[config.mk]
export PLATFORM = sky130hd
export DESIGN_NAME = cmp_logic
export DESIGN_NICKNAME = d
export VERILOG_FILES = /design/src/cmp_pkg.sv /design/src/cmp_logic.sv /design/src/cmp_sync.sv
export SDC_FILE = /design/constraint.sdc
export NUM_CORES = 1
export LEC_CHECK = 0
export ABC_AREA = 1
export BUFFER_PORTS_ARGS = -buffer_cell sky130_fd_sc_hd__buf_2
export CAP_MARGIN = 5
export CORE_MARGIN = 1
export CORE_UTILIZATION = 41
export CTS_CLUSTER_DIAMETER = 100
export DETAILED_ROUTE_END_ITERATION = 10
export PLACE_DENSITY = 0.72
export SKIP_LAST_GASP = 1
export SYNTH_ARGS = -nofsm -noshare
export SYNTH_HDL_FRONTEND = slang
export SYNTH_SLANG_ARGS = --single-unit
export TNS_END_PERCENT = 100
[constraint.sdc]
create_clock -name MCLK -period 0.9 [get_ports MCLK]
set_clock_uncertainty 0.1 [all_clocks]
set_input_delay 0.09 -clock MCLK [delete_from_list [all_inputs] [get_ports MCLK]]
set_output_delay 0.09 -clock MCLK [all_outputs]
set_load 0.02 [all_outputs]
[src/cmp_pkg.sv]
// Constants for the comparator output logic.
// Assumes a single 100 MHz instruction clock domain.
package cmp_pkg;
   // ----------------------------------------
   // Input selects
   // ----------------------------------------
   localparam logic [1:0] PSEL_PIN = 2'h0;
   localparam logic [1:0] PSEL_DAC = 2'h1;
   localparam logic [1:0] PSEL_FVR = 2'h2;
   localparam logic [1:0] PSEL_GND = 2'h3;
   localparam int SEL_W = 2;
   // ----------------------------------------
   // Reset values
   // ----------------------------------------
   localparam logic SPEED_RESET = 1'h1;
   localparam logic RESULT_RESET = 1'h0;
   // ----------------------------------------
   // Timing
   // ----------------------------------------
   localparam int CLK_MHZ = 100;
   localparam int SYNC_STAGES = 3;
endpackage : cmp_pkg

[src/cmp_logic.sv]
// Digital side of one analog comparator: polarity, sync, edges, routing.
// Assumes the analog result and timer clock arrive as pins; software bits
// are plain ports on MCLK.
`timescale 1ns/1ps
`default_nettype none
module cmp_logic
(
   input wire logic MCLK,
   input wire logic ARST_N,
   input wire logic ANALOG_GT,
   input wire logic GATE_CLK,
   input wire logic COMPARATOR_ON,
   input wire logic OUTPUT_INVERT,
   input wire logic SPEED_SELECT_WR,
   input wire logic SPEED_SELECT_DATA,
   input wire logic HYSTERESIS_ENABLE,
   input wire logic SYNC_TO_GATE_TIMER,
   input wire logic RESULT_PIN_ENABLE,
   input wire logic PIN_DIRECTION,
   input wire logic PORT_LATCH,
   input wire logic ANALOG_SELECT,
   input wire logic PIN_LEVEL,
   input wire logic RISE_IRQ_ENABLE,
   input wire logic FALL_IRQ_ENABLE,
   input wire logic IRQ_FLAG_CLEAR,
   input wire logic [cmp_pkg::SEL_W-1:0] POSITIVE_INPUT_SELECT,
   input wire logic [cmp_pkg::SEL_W-1:0] NEGATIVE_INPUT_SELECT,
   output logic COMPARE_RESULT,
   output logic COMPARE_IRQ_FLAG,
   output logic SPEED_SELECT,
   output logic HYSTERESIS_ON,
   output logic [3:0] POSITIVE_ROUTE,
   output logic [3:0] NEGATIVE_ROUTE,
   output logic GATE_SOURCE,
   output logic GATE_TIMER_TICK,
   output logic SHUTDOWN_SOURCE,
   output logic RESULT_PIN_OUT,
   output logic RESULT_PIN_OE,
   output logic PORT_READ
);
   import cmp_pkg::*;

   // ----------------------------------------
   // Helpers
   // ----------------------------------------
   // One-hot route word; a comparator that is off connects nothing
   function automatic logic [3:0] one_hot(input logic [SEL_W-1:0] sel, input logic on);
      if (on)
         one_hot = 4'h1 << sel;
      else
         one_hot = 4'h0;
   endfunction : one_hot

   // Edge of a level against its value one clock earlier
   function automatic logic edge_seen(input logic level, input logic last, input logic up);
      if (up)
         edge_seen = level & ~last;
      else
         edge_seen = ~level & last;
   endfunction : edge_seen

   logic cmp_s;
   logic gclk_s;
   logic gclk_d;
   logic pin_s;
   logic gate_fall;
   logic gate_rise;
   logic raw;
   logic synced;
   logic next_result;
   logic result_prev;
   logic rise_ev;
   logic fall_ev;
   logic set_flag;
   logic next_flag;
   logic next_speed;
   logic next_pin_out;
   logic next_pin_oe;

   // ----------------------------------------
   // Pin synchronisers
   // ----------------------------------------
   // Three flops plus agreement cost about four clocks on every pin
   cmp_sync u_cmp_sync
   (
      .clk(MCLK),
      .arst_n(ARST_N),
      .din(ANALOG_GT),
      .dout(cmp_s)
   );

   // GATE_CLK is the timer clock after its prescaler
   cmp_sync u_gate_sync
   (
      .clk(MCLK),
      .arst_n(ARST_N),
      .din(GATE_CLK),
      .dout(gclk_s)
   );

   // Readback pin is outside the clock domain too, so it gets the same chain
   cmp_sync u_pin_sync
   (
      .clk(MCLK),
      .arst_n(ARST_N),
      .din(PIN_LEVEL),
      .dout(pin_s)
   );

   // ----------------------------------------
   // Gate clock edges
   // ----------------------------------------
   always_ff @(posedge MCLK or negedge ARST_N)
   begin
      if (!ARST_N)
         gclk_d <= 1'h0;
      else
         gclk_d <= gclk_s;
   end

   assign gate_fall = edge_seen(gclk_s, gclk_d, 1'h0);
   assign gate_rise = edge_seen(gclk_s, gclk_d, 1'h1);

   // ----------------------------------------
   // Polarity
   // ----------------------------------------
   // Off comparator gives a low raw level, inverted as usual, so toggling
   // the invert bit alone still moves the result
   assign raw = (COMPARATOR_ON & cmp_s) ^ OUTPUT_INVERT;

   // ----------------------------------------
   // Timer synchronisation
   // ----------------------------------------
   // A level that changes between captures shows only at the next falling
   // edge; that delay is the price of a gate free of races
   always_ff @(posedge MCLK or negedge ARST_N)
   begin
      if (!ARST_N)
         synced <= RESULT_RESET;
      else if (gate_fall)
         synced <= raw;
   end

   // ----------------------------------------
   // Result register
   // ----------------------------------------
   always_comb
   begin
      if (SYNC_TO_GATE_TIMER)
         next_result = synced;
      else
         next_result = raw;
   end

   always_ff @(posedge MCLK or negedge ARST_N)
   begin
      if (!ARST_N)
         COMPARE_RESULT <= RESULT_RESET;
      else
         COMPARE_RESULT <= next_result;
   end

   // ----------------------------------------
   // Gate timer tick
   // ----------------------------------------
   // Tick on rising edge so it never lands with the falling-edge capture
   always_ff @(posedge MCLK or negedge ARST_N)
   begin
      if (!ARST_N)
         GATE_TIMER_TICK <= 1'h0;
      else
         GATE_TIMER_TICK <= gate_rise;
   end

   // ----------------------------------------
   // Edge detectors
   // ----------------------------------------
   // Both detectors watch the registered result, so a blip shorter than
   // one clock never reaches the flag
   always_ff @(posedge MCLK or negedge ARST_N)
   begin
      if (!ARST_N)
         result_prev <= RESULT_RESET;
      else
         result_prev <= COMPARE_RESULT;
   end

   assign rise_ev = edge_seen(COMPARE_RESULT, result_prev, 1'h1) & RISE_IRQ_ENABLE;
   assign fall_ev = edge_seen(COMPARE_RESULT, result_prev, 1'h0) & FALL_IRQ_ENABLE;
   assign set_flag = rise_ev | fall_ev;

   // ----------------------------------------
   // Interrupt flag
   // ----------------------------------------
   // Set beats clear, so an edge that lands on the clear is never lost
   always_comb
   begin
      next_flag = COMPARE_IRQ_FLAG;
      if (IRQ_FLAG_CLEAR)
         next_flag = 1'h0;
      if (set_flag)
         next_flag = 1'h1;
   end

   always_ff @(posedge MCLK or negedge ARST_N)
   begin
      if (!ARST_N)
         COMPARE_IRQ_FLAG <= 1'h0;
      else
         COMPARE_IRQ_FLAG <= next_flag;
   end

   // ----------------------------------------
   // Speed and hysteresis
   // ----------------------------------------
   always_comb
   begin
      next_speed = SPEED_SELECT;
      if (SPEED_SELECT_WR)
         next_speed = SPEED_SELECT_DATA;
   end

   always_ff @(posedge MCLK or negedge ARST_N)
   begin
      if (!ARST_N)
         SPEED_SELECT <= SPEED_RESET;
      else
         SPEED_SELECT <= next_speed;
   end

   always_ff @(posedge MCLK or negedge ARST_N)
   begin
      if (!ARST_N)
         HYSTERESIS_ON <= 1'h0;
      else
         HYSTERESIS_ON <= HYSTERESIS_ENABLE;
   end

   // ----------------------------------------
   // Input routing
   // ----------------------------------------
   // Bit order: 0 pin, 1 DAC, 2 reference, 3 ground
   always_ff @(posedge MCLK or negedge ARST_N)
   begin
      if (!ARST_N)
         POSITIVE_ROUTE <= 4'h0;
      else
         POSITIVE_ROUTE <= one_hot(POSITIVE_INPUT_SELECT, COMPARATOR_ON);
   end

   always_ff @(posedge MCLK or negedge ARST_N)
   begin
      if (!ARST_N)
         NEGATIVE_ROUTE <= 4'h0;
      else
         NEGATIVE_ROUTE <= one_hot(NEGATIVE_INPUT_SELECT, COMPARATOR_ON);
   end

   // ----------------------------------------
   // Timer gate and PWM shutdown
   // ----------------------------------------
   // Both consumers take the same registered result
   always_ff @(posedge MCLK or negedge ARST_N)
   begin
      if (!ARST_N)
         GATE_SOURCE <= 1'h0;
      else
         GATE_SOURCE <= COMPARE_RESULT;
   end

   always_ff @(posedge MCLK or negedge ARST_N)
   begin
      if (!ARST_N)
         SHUTDOWN_SOURCE <= 1'h0;
      else
         SHUTDOWN_SOURCE <= COMPARE_RESULT;
   end

   // ----------------------------------------
   // Result pin
   // ----------------------------------------
   // Output enable overrides the port latch on the pin
   always_comb
   begin
      next_pin_out = PORT_LATCH;
      next_pin_oe = ~PIN_DIRECTION;
      if (RESULT_PIN_ENABLE)
      begin
         next_pin_out = COMPARE_RESULT;
         next_pin_oe = ~PIN_DIRECTION & COMPARATOR_ON;
      end
   end

   always_ff @(posedge MCLK or negedge ARST_N)
   begin
      if (!ARST_N)
         RESULT_PIN_OUT <= 1'h0;
      else
         RESULT_PIN_OUT <= next_pin_out;
   end

   always_ff @(posedge MCLK or negedge ARST_N)
   begin
      if (!ARST_N)
         RESULT_PIN_OE <= 1'h0;
      else
         RESULT_PIN_OE <= next_pin_oe;
   end

   // ----------------------------------------
   // Port readback
   // ----------------------------------------
   // An analog pin reads zero; a digital one lags by the chain's latency plus one register
   always_ff @(posedge MCLK or negedge ARST_N)
   begin
      if (!ARST_N)
         PORT_READ <= 1'h0;
      else
         PORT_READ <= ~ANALOG_SELECT & pin_s;
   end
endmodule : cmp_logic
`default_nettype wire

[src/cmp_sync.sv]
// Three-stage synchroniser with agreement filter for an outside level.
// Assumes the input is asynchronous to clk.
`timescale 1ns/1ps
`default_nettype none
module cmp_sync
(
   input wire logic clk,
   input wire logic arst_n,
   input wire logic din,
   output logic dout
);
   logic s1;
   logic s2;
   logic s3;
   // ----------------------------------------
   // Chain
   // ----------------------------------------
   always_ff @(posedge clk or negedge arst_n)
   begin
      if (!arst_n)
      begin
         s1 <= 1'h0;
         s2 <= 1'h0;
         s3 <= 1'h0;
      end
      else
      begin
         s1 <= din;
         s2 <= s1;
         s3 <= s2;
      end
   end
   // A change counts only once stages two and three agree
   always_ff @(posedge clk or negedge arst_n)
   begin
      if (!arst_n)
         dout <= 1'h0;
      else if (s2 == s3)
         dout <= s3;
   end
endmodule : cmp_sync
`default_nettype wire

* After elaboration in Yosys (flattened, before gate mapping)
Cells that the tools add are included.
** Storage, ports and cells
- Output and inout bits :: 18
- Logic and storage cells :: 55
- Bits in registers :: 31
- Input bits :: 22
** Operators by class
- Reductions and logical operators :: 1
- Bitwise gates (word level) :: 17
- Shift-type cells :: 2
- Multiplexer cells :: 7
- Equal/unequal tests :: 3
** Operators by type and width (number)
- $and 1x1->1 :: 9
- $mux 4 :: 2
- $shl 1x2->4 const A :: 2
- $not 1->1 :: 6
- $mux 1 :: 5
- $eq 1x1->1 :: 3
- $reduce_bool 2->1 :: 1
- $or 1x1->1 :: 1
- $xor 1x1->1 :: 1

* Logic depth before layout (Yosys ltp)
- Depth in word-level cells :: 5
- Mapped depth :: 5
- Depth with buffers taken out :: 5

* By module
Synthesis repeated with hierarchy kept, for this count alone.
** Second synthesis, totals
- Cell total of the unflattened synthesis :: 86
- Area, all modules :: 1031.0 um2
** By module, submodules not included
- cmp_logic :: area an instance 681.9 um2, cells each 62, sequential area each 476.7 um2, times used 1
- cmp_sync :: area an instance 116.4 um2, cells each 8, sequential area each 100.1 um2, times used 3

* Worst setup path before layout
OpenSTA, ideal clock, no wires.
- Path kind :: register to register
- From :: register, netlist name SPEED_SELECT
- To :: register SPEED_SELECT
- Path buffers :: 0
- Slack :: -13 ps
- Cell stages (with the launch flop) :: 3
- Setup time :: 79 ps
- Required time :: 721 ps
- Arrival time :: 734 ps
- Period minus slack after synthesis :: 913 ps
- Path through :: dfstp_2 inv_1 o21ai_0
** RTL lines
- end signal: assignment :: RTL line cmp_logic.sv:228 : SPEED_SELECT <= next_speed;
- end: declaration :: RTL line cmp_logic.sv:30 : output logic SPEED_SELECT,

* Final worst setup path
- From :: register SPEED_SELECT
- To :: output port SPEED_SELECT
No word-level cell between the ends.

==> metrics.txt <==
startpoint types flop; Vias 765; pwr dens 1751 nW/um^2; # DRC 0; Metal-1 WL 793 um; Simple-Gate Fraction of Synth Area 0.1195; actual slew at the worst max-slew pin 0.2933 ns; Num CTS Buffers 5; CP Cell Sequence buf_6; Top Registers NEGATIVE_ROUTE: 4 flops, POSITIVE_ROUTE: 4 flops; total gr overflow 0; Final Hold Vio Count 0; Core Box Area between 2000 and 2500 um^2; crit end category output port; H-tree Lvls 2; critical path peak fanout 2; crit-path leading delay family flip-flops; met2 WL roughly 1100 um; slowest CP cell dfstp_2; Worst EP required between 0.7 and 0.8 ns; Die Wd 51.78 um; global-route wire length before repair roughly 3400 um; clock latency on the worst-skew pair roughly 0.33 ns; TritonCTS clock tree built; DP Wirelength 1176 um; Seq/Total Area, Yosys 0.7648; clk sinks 31; # setup viols final 21; XOR/XNOR Fraction of Synth Area 0; switch share 0.2638; synth-to-layout area growth 62.19%; Hold WC Path Type input port to flop; met3 wire length 131 um; net count after synthesis 100; VDD IR max 0.001550 V; Antenna Nets Post-Route 0; Synth Cell Area 1016 um^2; Max Clk Rate 851.9 MHz; WL/cell between 10 and 15 um; max-slew violations 0; static leakage roughly 0.84 nW; Crit path arrival time approximately 0.98 ns; Highest Signal Layer met4; IO buf count 39; Tmin final 1.174 ns; initial antenna violation count 0; Clock Tree Buf Depth 2; sequential share of power 0.548; Worst-path clk slew 0.09 ns; sw power 0.7611 mW; total power 2.885 mW; average vias per placed instance 4.371; Routed Wire Length 2032 um; First-pass DRT Iterations 2; max-cap viol count 0; final worst setup slack -0.2738 ns; Synth Area in Compound Gates 0.02709; RePlAce Congestion 0.6383; internal power 2.124 mW; status finished with violations; Ant. Diodes 0; Cells after Synth 78; count of cell types in the netlist 14; max_slew headroom 0.8045; fraction of layout cells with a size suffix above 1 0.3946; RSZ-0062 raised after global routing yes; Clock power frac 0.260; adder-cell share of the synthesized area 0.03325; Tot GR Track Use 0.1934; initial DRC count 8; chip height around 52 um; crit path kind flop to output port; root buf cell clkbuf_4; initial core utilization 0.4464; final net count between 150 and 200; Core Util, Final 0.7240; vias in the first global route 825; Bufs and invs on worst path 1; Die Footprint 2681 um^2; final period utilization 1.304; row cnt 17; largest net degree at the start of global routing 21; I/O pin count 40; FF+latch count, synth 31; warnings from Yosys 0; slowest stage delay, CP about 0.55 ns; failing checks setup timing; combinational cell fraction of total power 0.192; mux share of post-synthesis cell area 0; largest family of logic cells by synthesized area simple AND/OR/NAND/NOR gates; Mean Syn Cell Area around 13 um^2
## worst reg2reg max path, delay by kind of cell (launching register included)
kind / cells / cell delay, ns
buffers and inverters: 1 / 0.14
AND/OR/NAND/NOR: 1 / 0.07
flip-flops: 1 / 0.43
AO/OA/AOI/OAI: 1 / 0.09
## final timing paths
check	startpoint	end	slack, ns	cells after the start
worst max-delay path	SPEED_SELECT	SPEED_SELECT	-0.27	1
worst min-delay path	COMPARATOR_ON	POSITIVE_ROUTE[1]	0.02	3
worst max register to register	GATE_SOURCE	COMPARE_IRQ_FLAG	-0.04	3
worst min register to register	u_pin_sync.s1	u_pin_sync.s2	0.25	0
max in group asynchronous	ARST_N	COMPARE_RESULT	0.21	3
min in group asynchronous	ARST_N	u_pin_sync.s1	0.09	2
## per-stage QoR
step / setup TNS [ns] / cell area [um^2] / setup slack, ns / hold WS, ns / instances
detailed placement: -0.05199 / 1260 / -0.02741 / -0.1065 / 145
global placement: -0.006827 / 1260 / -0.005028 / -0.1120 / 145
CTS: -2.848 / 1637 / -0.2804 / 0.02267 / 175
floorplan: 0 / 1017 / 0.005976 / -0.3056 / 78
global route: -3.788 / 1648 / -0.3153 / 0.02983 / 175
finish: -2.769 / 1648 / -0.2738 / 0.01850 / 175
## synth_stat cells, drive strengths merged
cell    instances  area (um^2)
buf             1        7.510
o21ai           2        10.01
nand3           2        10.01
maj3            3        33.78
a21oi           2        10.01
nor2            4        15.01
nor3            8        55.05
inv            13        48.79
nand2          11        41.29
o211ai          1        7.510
dfrtp          30        750.7
dfstp           1        26.28
## power by group through the flow
| stage | combinational, mW | clock (mW) | sequential, mW |
|---|---|---|---|
| finish | 0.553 | 0.750 | 1.58 |
| detailed placement | 0.364 | 0 | 1.59 |
| floorplan | 0.115 | 0 | 1.67 |
| global route | 0.602 | 0.844 | 1.60 |
| global placement | 0.355 | 0 | 1.58 |
| CTS | 0.539 | 0.760 | 1.58 |
## area by class of cell
type | instances | area [um^2]
clock buffers | 8 | 48.80
fillers | 153 | 628.1
inverters | 13 | 48.80
multi-input cells | 33 | 186.4
flip-flops and latches | 31 | 778.2
well taps | 28 | 35.03
repair buffers | 62 | 550.5
## cell usage in the layout, fill, tap and decap left out, drive strengths merged, types with 3 or more instances in the layout
| master | n |
|---|---|
| inv | 13 |
| clkbuf | 8 |
| nand2 | 11 |
| buf | 42 |
| dfrtp | 30 |
| dlygate4sd3 | 20 |
| nor3 | 8 |
| nor2 | 4 |
| maj3 | 3 |
## cell families (layout without fill, tap and decap cells)
group                      count (synthesis)  count (layout)
adders and majority gates                  3               3
DFF                                       31              31
buffers and inverters                     14              83
AOI/OAI and AO/OA                          5               5
and+or+nand+nor                           25              25
## per-layer routing
metal	up-vias	global-route usage
met5	-	0
met4	0	0.1216
li1	378	-
met2	31	0.3463
met3	7	0.08480
met1	349	0.1746
## what timing repair did
action,in CTS,in global routing
pin swaps,2,3
setup endpoints to repair,21,26
setup buffers,2,0
hold buffers,20,0
hold endpoints to repair,50,0
resized for setup,36,5
Note: power is estimated with default switching activity, not from simulation.
